File: config.mk
export PLATFORM = sky130hd
export DESIGN_NAME = acmp_ctrl
export DESIGN_NICKNAME = d
export VERILOG_FILES = /design/src/pkg/acmp_pkg.sv /design/src/pkg/acmp_chan_if.sv /design/src/acmp_ctrl.sv /design/src/acmp_edge_flag.sv /design/src/acmp_channel.sv
export VERILOG_INCLUDE_DIRS = /design/src /design/src/pkg
export SDC_FILE = /design/constraint.sdc
export NUM_CORES = 1
export LEC_CHECK = 0
export BUFFER_PORTS_ARGS = -buffer_cell sky130_fd_sc_hd__buf_2
export CORE_UTILIZATION = 54
export DETAILED_ROUTE_END_ITERATION = 12
export GPL_ROUTABILITY_DRIVEN = 0
export PLACE_DENSITY = 0.78
export SKIP_LAST_GASP = 1
export SLEW_MARGIN = 15
export SYNTH_ARGS = -nofsm -noshare
export SYNTH_HDL_FRONTEND = slang
export SYNTH_SLANG_ARGS = --single-unit
File: constraint.sdc
create_clock -name clk -period 2.8 [get_ports clk]
set_clock_uncertainty 0.1 [all_clocks]
set_input_delay 0.56 -clock clk [delete_from_list [all_inputs] [get_ports clk]]
set_output_delay 0.56 -clock clk [all_outputs]
set_load 0.03 [all_outputs]
File: src/pkg/acmp_defs.svh
// register map, field positions and reset values of the comparator control block
`ifndef ACMP_DEFS_SVH
`define ACMP_DEFS_SVH

// register indexes, one byte each
`define ACMP_REG_MAIN0 4'h0
`define ACMP_REG_CFG0 4'h1
`define ACMP_REG_MAIN1 4'h2
`define ACMP_REG_CFG1 4'h3
`define ACMP_REG_SUMMARY 4'h4
`define ACMP_REG_IRQ_STATUS 4'h5
`define ACMP_REG_IRQ_MASK 4'h6
`define ACMP_REG_ROUTE 4'h7

// main control fields
`define ACMP_MAIN_EN_BIT 7
`define ACMP_MAIN_OUT_BIT 6
`define ACMP_MAIN_INV_BIT 4
`define ACMP_MAIN_SP_BIT 2
`define ACMP_MAIN_HYS_BIT 1
`define ACMP_MAIN_SYNC_BIT 0
`define ACMP_MAIN_WMASK 8'h97
`define ACMP_MAIN_RESET 8'h04

// input and edge config fields
`define ACMP_CFG_RISE_BIT 7
`define ACMP_CFG_FALL_BIT 6
`define ACMP_CFG_PSEL_LSB 3
`define ACMP_CFG_NSEL_LSB 0
`define ACMP_CFG_RESET 8'h00

// route register: gate source select bit 0, pin source select bits 2:1
`define ACMP_ROUTE_GATE_BIT 0
`define ACMP_ROUTE_PIN_LSB 1
`define ACMP_ROUTE_RESET 8'h00

`endif

File: src/pkg/acmp_pkg.sv
// types shared by the comparator control block
package acmp_pkg;
    typedef logic [7:0] acmp_byte_t;
    typedef logic [3:0] acmp_addr_t;
    typedef logic [2:0] acmp_sel_t;
    typedef enum logic [1:0] {
        ACMP_PIN_OFF,
        ACMP_PIN_CMP0,
        ACMP_PIN_CMP1,
        ACMP_PIN_LOW
    } acmp_pin_src_t;
endpackage : acmp_pkg

File: src/pkg/acmp_chan_if.sv
// per-comparator control and result signals between top and channel
`timescale 1ns/1ns
`default_nettype none
interface acmp_chan_if;
    logic enable;
    logic invert;
    logic sync_enable;
    logic rise_irq_enable;
    logic fall_irq_enable;
    logic raw_in;
    logic result;
    logic result_unlatched;
    logic edge_event;
    modport ctrl (output enable, invert, sync_enable, rise_irq_enable, fall_irq_enable, raw_in,
                  input result, result_unlatched, edge_event);
    modport chan (input enable, invert, sync_enable, rise_irq_enable, fall_irq_enable, raw_in,
                  output result, result_unlatched, edge_event);
endinterface : acmp_chan_if
`default_nettype wire

File: src/acmp_ctrl.sv
// dual comparator digital control: registers, output path, timer gate, pin route, interrupt
`timescale 1ns/1ns
`default_nettype none
`include "acmp_defs.svh"
module acmp_ctrl #(
    parameter int NUM_CMP = 2
) (
    // clock and reset
    input wire logic clk,
    input wire logic reset,
    // register port
    input wire acmp_pkg::acmp_addr_t reg_addr,
    input wire acmp_pkg::acmp_byte_t reg_wdata,
    input wire logic reg_write,
    input wire logic reg_read,
    output acmp_pkg::acmp_byte_t reg_rdata,
    // analog front end: raw compare results in, controls out
    input wire logic [1:0] cmp_raw,
    output logic [1:0] cmp_enable,
    output logic [1:0] cmp_hysteresis_enable,
    output acmp_pkg::acmp_sel_t noninv_input_select0,
    output acmp_pkg::acmp_sel_t inv_input_select0,
    output acmp_pkg::acmp_sel_t noninv_input_select1,
    output acmp_pkg::acmp_sel_t inv_input_select1,
    // timer source clock, sampled
    input wire logic timer_src_clk,
    // timer gate source
    output logic timer_gate,
    // pin route
    input wire logic pin_direction_control,
    output logic pin_out,
    output logic pin_oe,
    // interrupt
    output logic irq
);
    import acmp_pkg::*;

    acmp_byte_t main_reg [2];
    acmp_byte_t cfg_reg [2];
    acmp_byte_t route_reg;
    logic [1:0] irq_mask;
    logic [1:0] irq_status;
    logic [1:0] result;
    logic [1:0] result_unlatched;
    logic [1:0] edge_event;
    logic timer_prev;
    wire logic timer_fall;
    wire logic [1:0] clear_mask;
    wire logic [1:0] pin_sel;
    wire logic next_pin_out;
    wire logic next_pin_oe;
    wire logic next_gate;
    wire logic next_irq;
    acmp_byte_t next_rdata;

    acmp_chan_if chan_bus [2] ();

    function automatic acmp_byte_t acmp_main_read(input acmp_byte_t r, input logic res);
        acmp_byte_t v;
        v = r & `ACMP_MAIN_WMASK;
        v[`ACMP_MAIN_SP_BIT] = 1'b1;
        v[`ACMP_MAIN_OUT_BIT] = res;
        return v;
    endfunction : acmp_main_read

    // timer source clock sampled as a plain input; falling edge found here
    assign timer_fall = timer_prev & ~timer_src_clk;

    genvar gi;
    generate
        for (gi = 0; gi < 2; gi++) begin : g_cmp
            assign chan_bus[gi].enable = main_reg[gi][`ACMP_MAIN_EN_BIT];
            assign chan_bus[gi].invert = main_reg[gi][`ACMP_MAIN_INV_BIT];
            assign chan_bus[gi].sync_enable = main_reg[gi][`ACMP_MAIN_SYNC_BIT];
            assign chan_bus[gi].rise_irq_enable = cfg_reg[gi][`ACMP_CFG_RISE_BIT];
            assign chan_bus[gi].fall_irq_enable = cfg_reg[gi][`ACMP_CFG_FALL_BIT];
            assign chan_bus[gi].raw_in = cmp_raw[gi];
            assign result[gi] = chan_bus[gi].result;
            assign result_unlatched[gi] = chan_bus[gi].result_unlatched;
            assign edge_event[gi] = chan_bus[gi].edge_event;

            acmp_channel u_chan (
                .clk(clk),
                .reset(reset),
                .timer_fall(timer_fall),
                .ch(chan_bus[gi])
            );
        end
    endgenerate

    acmp_edge_flag #(.WIDTH(2)) u_flags (
        .clk(clk),
        .reset(reset),
        .set_pulse(edge_event),
        .clear_mask(clear_mask),
        .flags(irq_status)
    );

    // write-one-to-clear of the status register
    assign clear_mask = (reg_write && reg_addr == `ACMP_REG_IRQ_STATUS) ? reg_wdata[1:0] : 2'h0;

    // software should pick sync when gating the timer; gate itself is a plain mux
    assign next_gate = result[route_reg[`ACMP_ROUTE_GATE_BIT]];
    assign pin_sel = route_reg[`ACMP_ROUTE_PIN_LSB +: 2];
    // pin only driven with a comparator source chosen and direction cleared
    assign next_pin_oe = !pin_direction_control && (pin_sel == ACMP_PIN_CMP0 || pin_sel == ACMP_PIN_CMP1);
    assign next_pin_out = (pin_sel == ACMP_PIN_CMP0) ? result_unlatched[0]
                        : (pin_sel == ACMP_PIN_CMP1) ? result_unlatched[1] : 1'b0;
    assign next_irq = |(irq_status & irq_mask);

    always_comb begin
        next_rdata = 8'h00;
        unique case (reg_addr)
            `ACMP_REG_MAIN0: next_rdata = acmp_main_read(main_reg[0], result[0]);
            `ACMP_REG_CFG0: next_rdata = cfg_reg[0];
            `ACMP_REG_MAIN1: next_rdata = acmp_main_read(main_reg[1], result[1]);
            `ACMP_REG_CFG1: next_rdata = cfg_reg[1];
            `ACMP_REG_SUMMARY: next_rdata = {6'h00, result};
            `ACMP_REG_IRQ_STATUS: next_rdata = {6'h00, irq_status};
            `ACMP_REG_IRQ_MASK: next_rdata = {6'h00, irq_mask};
            `ACMP_REG_ROUTE: next_rdata = route_reg & 8'h07;
            default: next_rdata = 8'h00;
        endcase
    end

    always_ff @(posedge clk) begin
        if (reset) begin
            main_reg[0] <= `ACMP_MAIN_RESET;
            main_reg[1] <= `ACMP_MAIN_RESET;
            cfg_reg[0] <= `ACMP_CFG_RESET;
            cfg_reg[1] <= `ACMP_CFG_RESET;
            route_reg <= `ACMP_ROUTE_RESET;
            irq_mask <= 2'h0;
        end else if (reg_write) begin
            unique case (reg_addr)
                `ACMP_REG_MAIN0: main_reg[0] <= (reg_wdata & `ACMP_MAIN_WMASK) | `ACMP_MAIN_RESET;
                `ACMP_REG_CFG0: cfg_reg[0] <= reg_wdata;
                `ACMP_REG_MAIN1: main_reg[1] <= (reg_wdata & `ACMP_MAIN_WMASK) | `ACMP_MAIN_RESET;
                `ACMP_REG_CFG1: cfg_reg[1] <= reg_wdata;
                `ACMP_REG_IRQ_MASK: irq_mask <= reg_wdata[1:0];
                `ACMP_REG_ROUTE: route_reg <= reg_wdata & 8'h07;
                default: ;
            endcase
        end
    end

    always_ff @(posedge clk) begin
        if (reset) begin
            reg_rdata <= 8'h00;
            timer_prev <= 1'b0;
            timer_gate <= 1'b0;
            pin_out <= 1'b0;
            pin_oe <= 1'b0;
            irq <= 1'b0;
            cmp_enable <= 2'h0;
            cmp_hysteresis_enable <= 2'h0;
            noninv_input_select0 <= 3'h0;
            inv_input_select0 <= 3'h0;
            noninv_input_select1 <= 3'h0;
            inv_input_select1 <= 3'h0;
        end else begin
            reg_rdata <= reg_read ? next_rdata : 8'h00;
            timer_prev <= timer_src_clk;
            timer_gate <= next_gate;
            pin_out <= next_pin_out;
            pin_oe <= next_pin_oe;
            irq <= next_irq;
            cmp_enable <= {main_reg[1][`ACMP_MAIN_EN_BIT], main_reg[0][`ACMP_MAIN_EN_BIT]};
            cmp_hysteresis_enable <= {main_reg[1][`ACMP_MAIN_HYS_BIT], main_reg[0][`ACMP_MAIN_HYS_BIT]};
            noninv_input_select0 <= cfg_reg[0][`ACMP_CFG_PSEL_LSB +: 3];
            inv_input_select0 <= cfg_reg[0][`ACMP_CFG_NSEL_LSB +: 3];
            noninv_input_select1 <= cfg_reg[1][`ACMP_CFG_PSEL_LSB +: 3];
            inv_input_select1 <= cfg_reg[1][`ACMP_CFG_NSEL_LSB +: 3];
        end
    end

    a_summary_matches: assert property (@(posedge clk) disable iff (reset)
        reg_read && reg_addr == `ACMP_REG_SUMMARY |=> reg_rdata[1:0] == $past(result))
        else $error("summary read differs from result");
    a_pin_needs_dir: assert property (@(posedge clk) disable iff (reset)
        pin_direction_control |=> !pin_oe)
        else $error("pin driven with direction set");
    a_irq_level: assert property (@(posedge clk) disable iff (reset)
        |(irq_status & irq_mask) |=> irq)
        else $error("unmasked flag did not raise interrupt");
    a_enable_out: assert property (@(posedge clk) disable iff (reset)
        reg_write && reg_addr == `ACMP_REG_MAIN0 ##1 1'b1 |=> cmp_enable[0] == $past(reg_wdata[7], 2))
        else $error("enable output does not follow register");
    a_hys_out: assert property (@(posedge clk) disable iff (reset)
        reg_write && reg_addr == `ACMP_REG_MAIN1 ##1 1'b1 |=> cmp_hysteresis_enable[1] == $past(reg_wdata[1], 2))
        else $error("hysteresis output does not follow register");
endmodule : acmp_ctrl
`default_nettype wire

File: src/acmp_edge_flag.sv
// sticky interrupt status bits with write-one-to-clear where a set wins
`timescale 1ns/1ns
`default_nettype none
module acmp_edge_flag #(
    parameter int WIDTH = 2
) (
    // clock and reset
    input wire logic clk,
    input wire logic reset,
    // events and clear
    input wire logic [WIDTH-1:0] set_pulse,
    input wire logic [WIDTH-1:0] clear_mask,
    // status
    output logic [WIDTH-1:0] flags
);
    logic [WIDTH-1:0] next_flags;

    // set has priority so an edge during the clearing write is kept
    assign next_flags = (flags & ~clear_mask) | set_pulse;

    always_ff @(posedge clk) begin
        if (reset) begin
            flags <= '0;
        end else begin
            flags <= next_flags;
        end
    end

    a_flag_set_wins: assert property (@(posedge clk) disable iff (reset)
        |set_pulse |=> (flags & $past(set_pulse)) == $past(set_pulse))
        else $error("edge event lost against clear");
    a_flag_only_sw_clear: assert property (@(posedge clk) disable iff (reset)
        ((flags & ~clear_mask) != '0) |=> ((flags & $past(flags & ~clear_mask)) == $past(flags & ~clear_mask)))
        else $error("flag dropped without clear");
endmodule : acmp_edge_flag
`default_nettype wire

File: src/acmp_channel.sv
// one comparator output path: enable gating, cycle latch, timer sync latch, polarity, edge detect
`timescale 1ns/1ns
`default_nettype none
module acmp_channel (
    // clock and reset
    input wire logic clk,
    input wire logic reset,
    // timer source clock falling edge, one-cycle pulse
    input wire logic timer_fall,
    // control and result
    acmp_chan_if.chan ch
);
    import acmp_pkg::*;

    logic raw_gated;
    logic cycle_latch;
    logic sync_latch;
    logic chosen;
    logic prev_result;
    wire logic next_result;

    // disabled comparator reads low before inversion
    assign raw_gated = ch.enable & ch.raw_in;
    assign chosen = ch.sync_enable ? sync_latch : cycle_latch;
    assign next_result = chosen ^ ch.invert;
    // pin path passes the gated raw value unlatched unless sync is on
    assign ch.result_unlatched = (ch.sync_enable ? sync_latch : raw_gated) ^ ch.invert;
    assign ch.result = next_result;
    assign ch.edge_event = (ch.rise_irq_enable & next_result & ~prev_result)
                         | (ch.fall_irq_enable & ~next_result & prev_result);

    always_ff @(posedge clk) begin
        if (reset) begin
            cycle_latch <= 1'b0;
            sync_latch <= 1'b0;
            prev_result <= 1'b0;
        end else begin
            cycle_latch <= raw_gated;
            if (timer_fall) begin
                sync_latch <= cycle_latch;
            end
            prev_result <= next_result;
        end
    end

    a_chan_cycle_latch: assert property (@(posedge clk) disable iff (reset)
        !ch.sync_enable ##1 !ch.sync_enable |-> ch.result == ($past(raw_gated) ^ ch.invert))
        else $error("latched result does not follow raw input");
    a_chan_disabled_low: assert property (@(posedge clk) disable iff (reset)
        !ch.enable ##1 !ch.enable ##1 !ch.sync_enable |-> ch.result == ch.invert)
        else $error("disabled comparator not at inactive level");
    a_chan_sync_hold: assert property (@(posedge clk) disable iff (reset)
        ch.sync_enable ##1 (ch.sync_enable && !$past(timer_fall) && $stable(ch.invert)) |-> $stable(ch.result))
        else $error("synchronised result moved without timer edge");
endmodule : acmp_channel
`default_nettype wire

==> metrics list <==
* Total of warnings raised by yosys: 0
* Routed wl met3: 301 µm
- Max reg flops: 16
* Number of global-route vias before repair: 1,639
* Clock insertion delay at the later pin of the skew report: 0.34 ns
- Of the total power, the share spent switching nets is 0.243.
* Initial Util: 0.576
- After detailed placement, the total cell area comes to 0.00283 mm².
- Of all nets on the critical path, the largest fanout is 22.
* Iteration-0 DRC count of the detailed router: 131
* Critical path, cell by cell: buf_2 -> nand2_1 -> o21ai_0 -> buf_4
- Internal power of the cells: 1.51 mW
- Result of the run: complete, no violations
* Synthesis-to-layout area growth: 18.0%
* Fmax: 0.490 GHz
- After detailed routing, no signal wire sits above met4.
- Buffers inserted to repair hold after CTS numbered 0.
- Level count of the clock H-tree: 3
- Entering global routing, the biggest net connects 25 pins.
* RSZ-0062 raised after global routing: no
- TNS Setup: 0 ns
- Switching pwr: 0.484 mW
* Clock tree from TritonCTS: done
- Crit path required time: 2.76 ns
- Total of fill cells in the finished design: 350
- Count of final max-slew check failures: 0
* Footprint of the multi-input gates: 930 µm²
- The final layout contains 292 nets.
* Buffers plus inverters on the worst setup path: 2
- Number of buffers inserted by post-CTS setup repair: 0
* Maximum clock path buffer count: 2
- Number of gates resized after cts: 0
* Share of power burned in the clock network: 0.377
* # IOs: 48
- The worst setup path is captured at a flip-flop.
* CP max-delay cell: sky130_fd_sc_hd__o21ai_0
- Dividing the detail-routed via count by the number of cells gives 5.43.
* Number of enable flip-flop cells after synthesis: 24
- Data arrival, critical path: 2.00 ns
* Number of buffers added on ports: 47
- Maximum vdd drop: 0.000414 V
* Die height: 70.8 µm
* Initial antenna violation count: 0
- Counting flops and latches in the post-synthesis netlist gives 66.
* HPWL after detailed placement: 3460 µm
- Clock-pin transition on the worst setup and hold timing paths: 0.07 ns
* Number of buffers added by the clock tree synthesis step: 9
- The repair_antennas step left the layout with diodes totalling 0.
- The share of the Yosys chip area taken by registers is 0.610.
- Ys async rst share: 0
- The die is 70.8 µm wide.
- The floorplan step defined a die boundary enclosing 0.00502 mm².
* Netlist Area Pre-Place: 0.00256 mm²
- Total power draw: 2.00 mW
* Reg area: 0.00156 mm²
- Slowest cell delay on critical path: 0.64 ns
- Of the total power, combinational logic draws 0.089.
- Post-synthesis area per instance: 11.7 µm²
- Dominant synthesized flop cell: sky130_fd_sc_hd__dfxtp_1
* Clk Tree Root Cell: sky130_fd_sc_hd__clkbuf_8
- At the pin with the least slew margin, the transition time is 0.742 ns.
- Drt pass-1 iters: 7
- The clock period could shrink to 2.04 ns.
* Type of the worst min-delay path: in2reg
* Floorplan row count: 24
- The final hold violation count is 0.
* Static leakage: 1.25 nW
- Sum of routed wire segments on met1: 2070 µm
* Routed wire length per instance: 15.1 µm
* Count of distinct cell types in the synthesized netlist: 36
* Worst slew margin relative to its limit: 0.500
- Seq pwr share: 0.533
- In the global route stage, overall resource usage came out at 0.218.
- Max-cap violations in this run came to 0.
* # clock sinks: 66
* Fraction of final layout cells sized beyond drive strength 1: 0.265
- Pwr dens: 661 mW/mm²
* Post-Syn Instances: 219
- After routing the design area is 0.00302 mm².
- The first global-routing pass estimated 7850 µm of wire.
- Number of nets produced by synthesis: 241
- Final setup vio count: 0
- The worst setup path is launched from an input port.
- Detailed routing placed a total of 2450 µm of wire on met2.
- Once placement completed, the tool counted placed cells totaling 311.
* Leftover overflow at the end of global routing: 0
- Count of non-filler cells in the finished layout: 327
- Dividing the final minimum period by the clock period gives 0.730.
- Setup CP Type: in2reg
- Total Routed Length: 4930 µm
- Vias: 1,774
- Antenna viol nets, final: 0
- Family with the most delay on the worst path: compound AO/OA/AOI/OAI gates
* Core Box Area: 0.00444 mm²
* Number of design rule violations left after detail routing: 0
-- per-layer routing --
layer,vias up,track usage
met1,828,0.252
met4,0,0.133
met3,13,0.0570
met5,-,0
li1,873,-
met2,60,0.364
-- power by group through the flow --
stage	combinational, mW	sequential (mW)	clock, mW
5_1_grt	0.192	1.07	0.802
2_1_floorplan	0.0870	1.12	0
3_3_place_gp	0.176	1.09	0
3_5_place_dp	0.178	1.09	0
6_report	0.178	1.07	0.754
4_1_cts	0.178	1.07	0.767
-- layout make-up --
| type | instances | share of cell area |
|---|---|---|
| repair buffers | 50 | 0.0854 |
| clock inverters | 6 | 0.0195 |
| multi-input cells | 138 | 0.308 |
| flip-flops and latches | 66 | 0.517 |
| inverters | 5 | 0.00622 |
| clock buffers | 10 | 0.0423 |
| well taps | 52 | 0.0215 |
-- cells by family after synthesis --
family	count (synthesis)	synth area share
xor+xnor	4	0.0137
simple gates	86	0.194
compound gates	31	0.0763
flops	66	0.610
mux	15	0.0699
buf+inv	15	0.0264
fa+ha+maj	2	0.00978
-- per-stage QoR --
step                       util  hold WS [ns]  setup WS [ns]
after global placement    0.637         0.380          0.431
final                     0.679         0.279          0.757
after detailed placement  0.637         0.373          0.386
after CTS                 0.679         0.268          0.743
after floorplan               -         0.348          0.648
after global routing      0.679         0.263          0.578
-- synth_stat cells, types with 2 or more instances --
library cell               instances  area (µm²)
sky130_fd_sc_hd__and3b_1           3        26.3
sky130_fd_sc_hd__edfxtp_1         24         721
sky130_fd_sc_hd__mux2_2            3        33.8
sky130_fd_sc_hd__xor2_1            2        17.5
sky130_fd_sc_hd__a211o_2           2        20.0
sky130_fd_sc_hd__and3_1            4        25.0
sky130_fd_sc_hd__o31ai_1           2        15.0
sky130_fd_sc_hd__mux2i_1          10         100
sky130_fd_sc_hd__xnor2_1           2        17.5
sky130_fd_sc_hd__nand2_1          10        37.5
sky130_fd_sc_hd__o21ai_0           8        40.0
sky130_fd_sc_hd__a211oi_1          2        15.0
sky130_fd_sc_hd__nand3_1           6        30.0
sky130_fd_sc_hd__and2_1           15        93.8
sky130_fd_sc_hd__buf_2             3        15.0
sky130_fd_sc_hd__mux4_2            2        45.0
sky130_fd_sc_hd__ha_1              2        25.0
sky130_fd_sc_hd__a21oi_1           8        40.0
sky130_fd_sc_hd__nor2b_1          21         131
sky130_fd_sc_hd__nor3_1            3        15.0
sky130_fd_sc_hd__or3b_1            2        17.5
sky130_fd_sc_hd__inv_1             5        18.8
sky130_fd_sc_hd__a22oi_1           3        22.5
sky130_fd_sc_hd__a31oi_1           4        25.0
sky130_fd_sc_hd__nand3b_1          3        22.5
sky130_fd_sc_hd__nor2_1           15        56.3
sky130_fd_sc_hd__dfxtp_1          42         841
sky130_fd_sc_hd__clkbuf_1          5        18.8
-- path summary, 6_finish.rpt --
kind	start	endpoint	slack, ns	cells past startpoint
worst max-delay path	reg_addr[1]	cfg_reg[0][12]	0.76	4
worst min-delay path	pin_direction_control	pin_oe	0.28	2
worst max register to register	main_reg[0][0]	reg_rdata[0]	1.02	4
worst min register to register	cfg_reg[0][10]	inv_input_select1[2]	0.38	2
-- placed cells by master (no fill, tap or decap), drive strengths merged, types with 3 or more instances in the layout --
| cell | Yosys | layout |
|---|---|---|
| edfxtp | 24 | 24 |
| a31oi | 4 | 4 |
| nand2 | 10 | 10 |
| clkinv | 0 | 3 |
| and3b | 3 | 3 |
| nor2 | 15 | 15 |
| nor3 | 3 | 3 |
| buf | 5 | 50 |
| nor2b | 21 | 21 |
| inv | 5 | 5 |
| or3b | 3 | 3 |
| and2 | 15 | 15 |
| a21oi | 8 | 8 |
| a22oi | 3 | 3 |
| nand3 | 6 | 6 |
| mux2i | 10 | 10 |
| o21ai | 8 | 8 |
| dfxtp | 42 | 42 |
| nand3b | 3 | 3 |
| clkbuf | 5 | 10 |
| mux2 | 3 | 3 |
| and3 | 4 | 4 |
(Power assumes the default switching activity.)
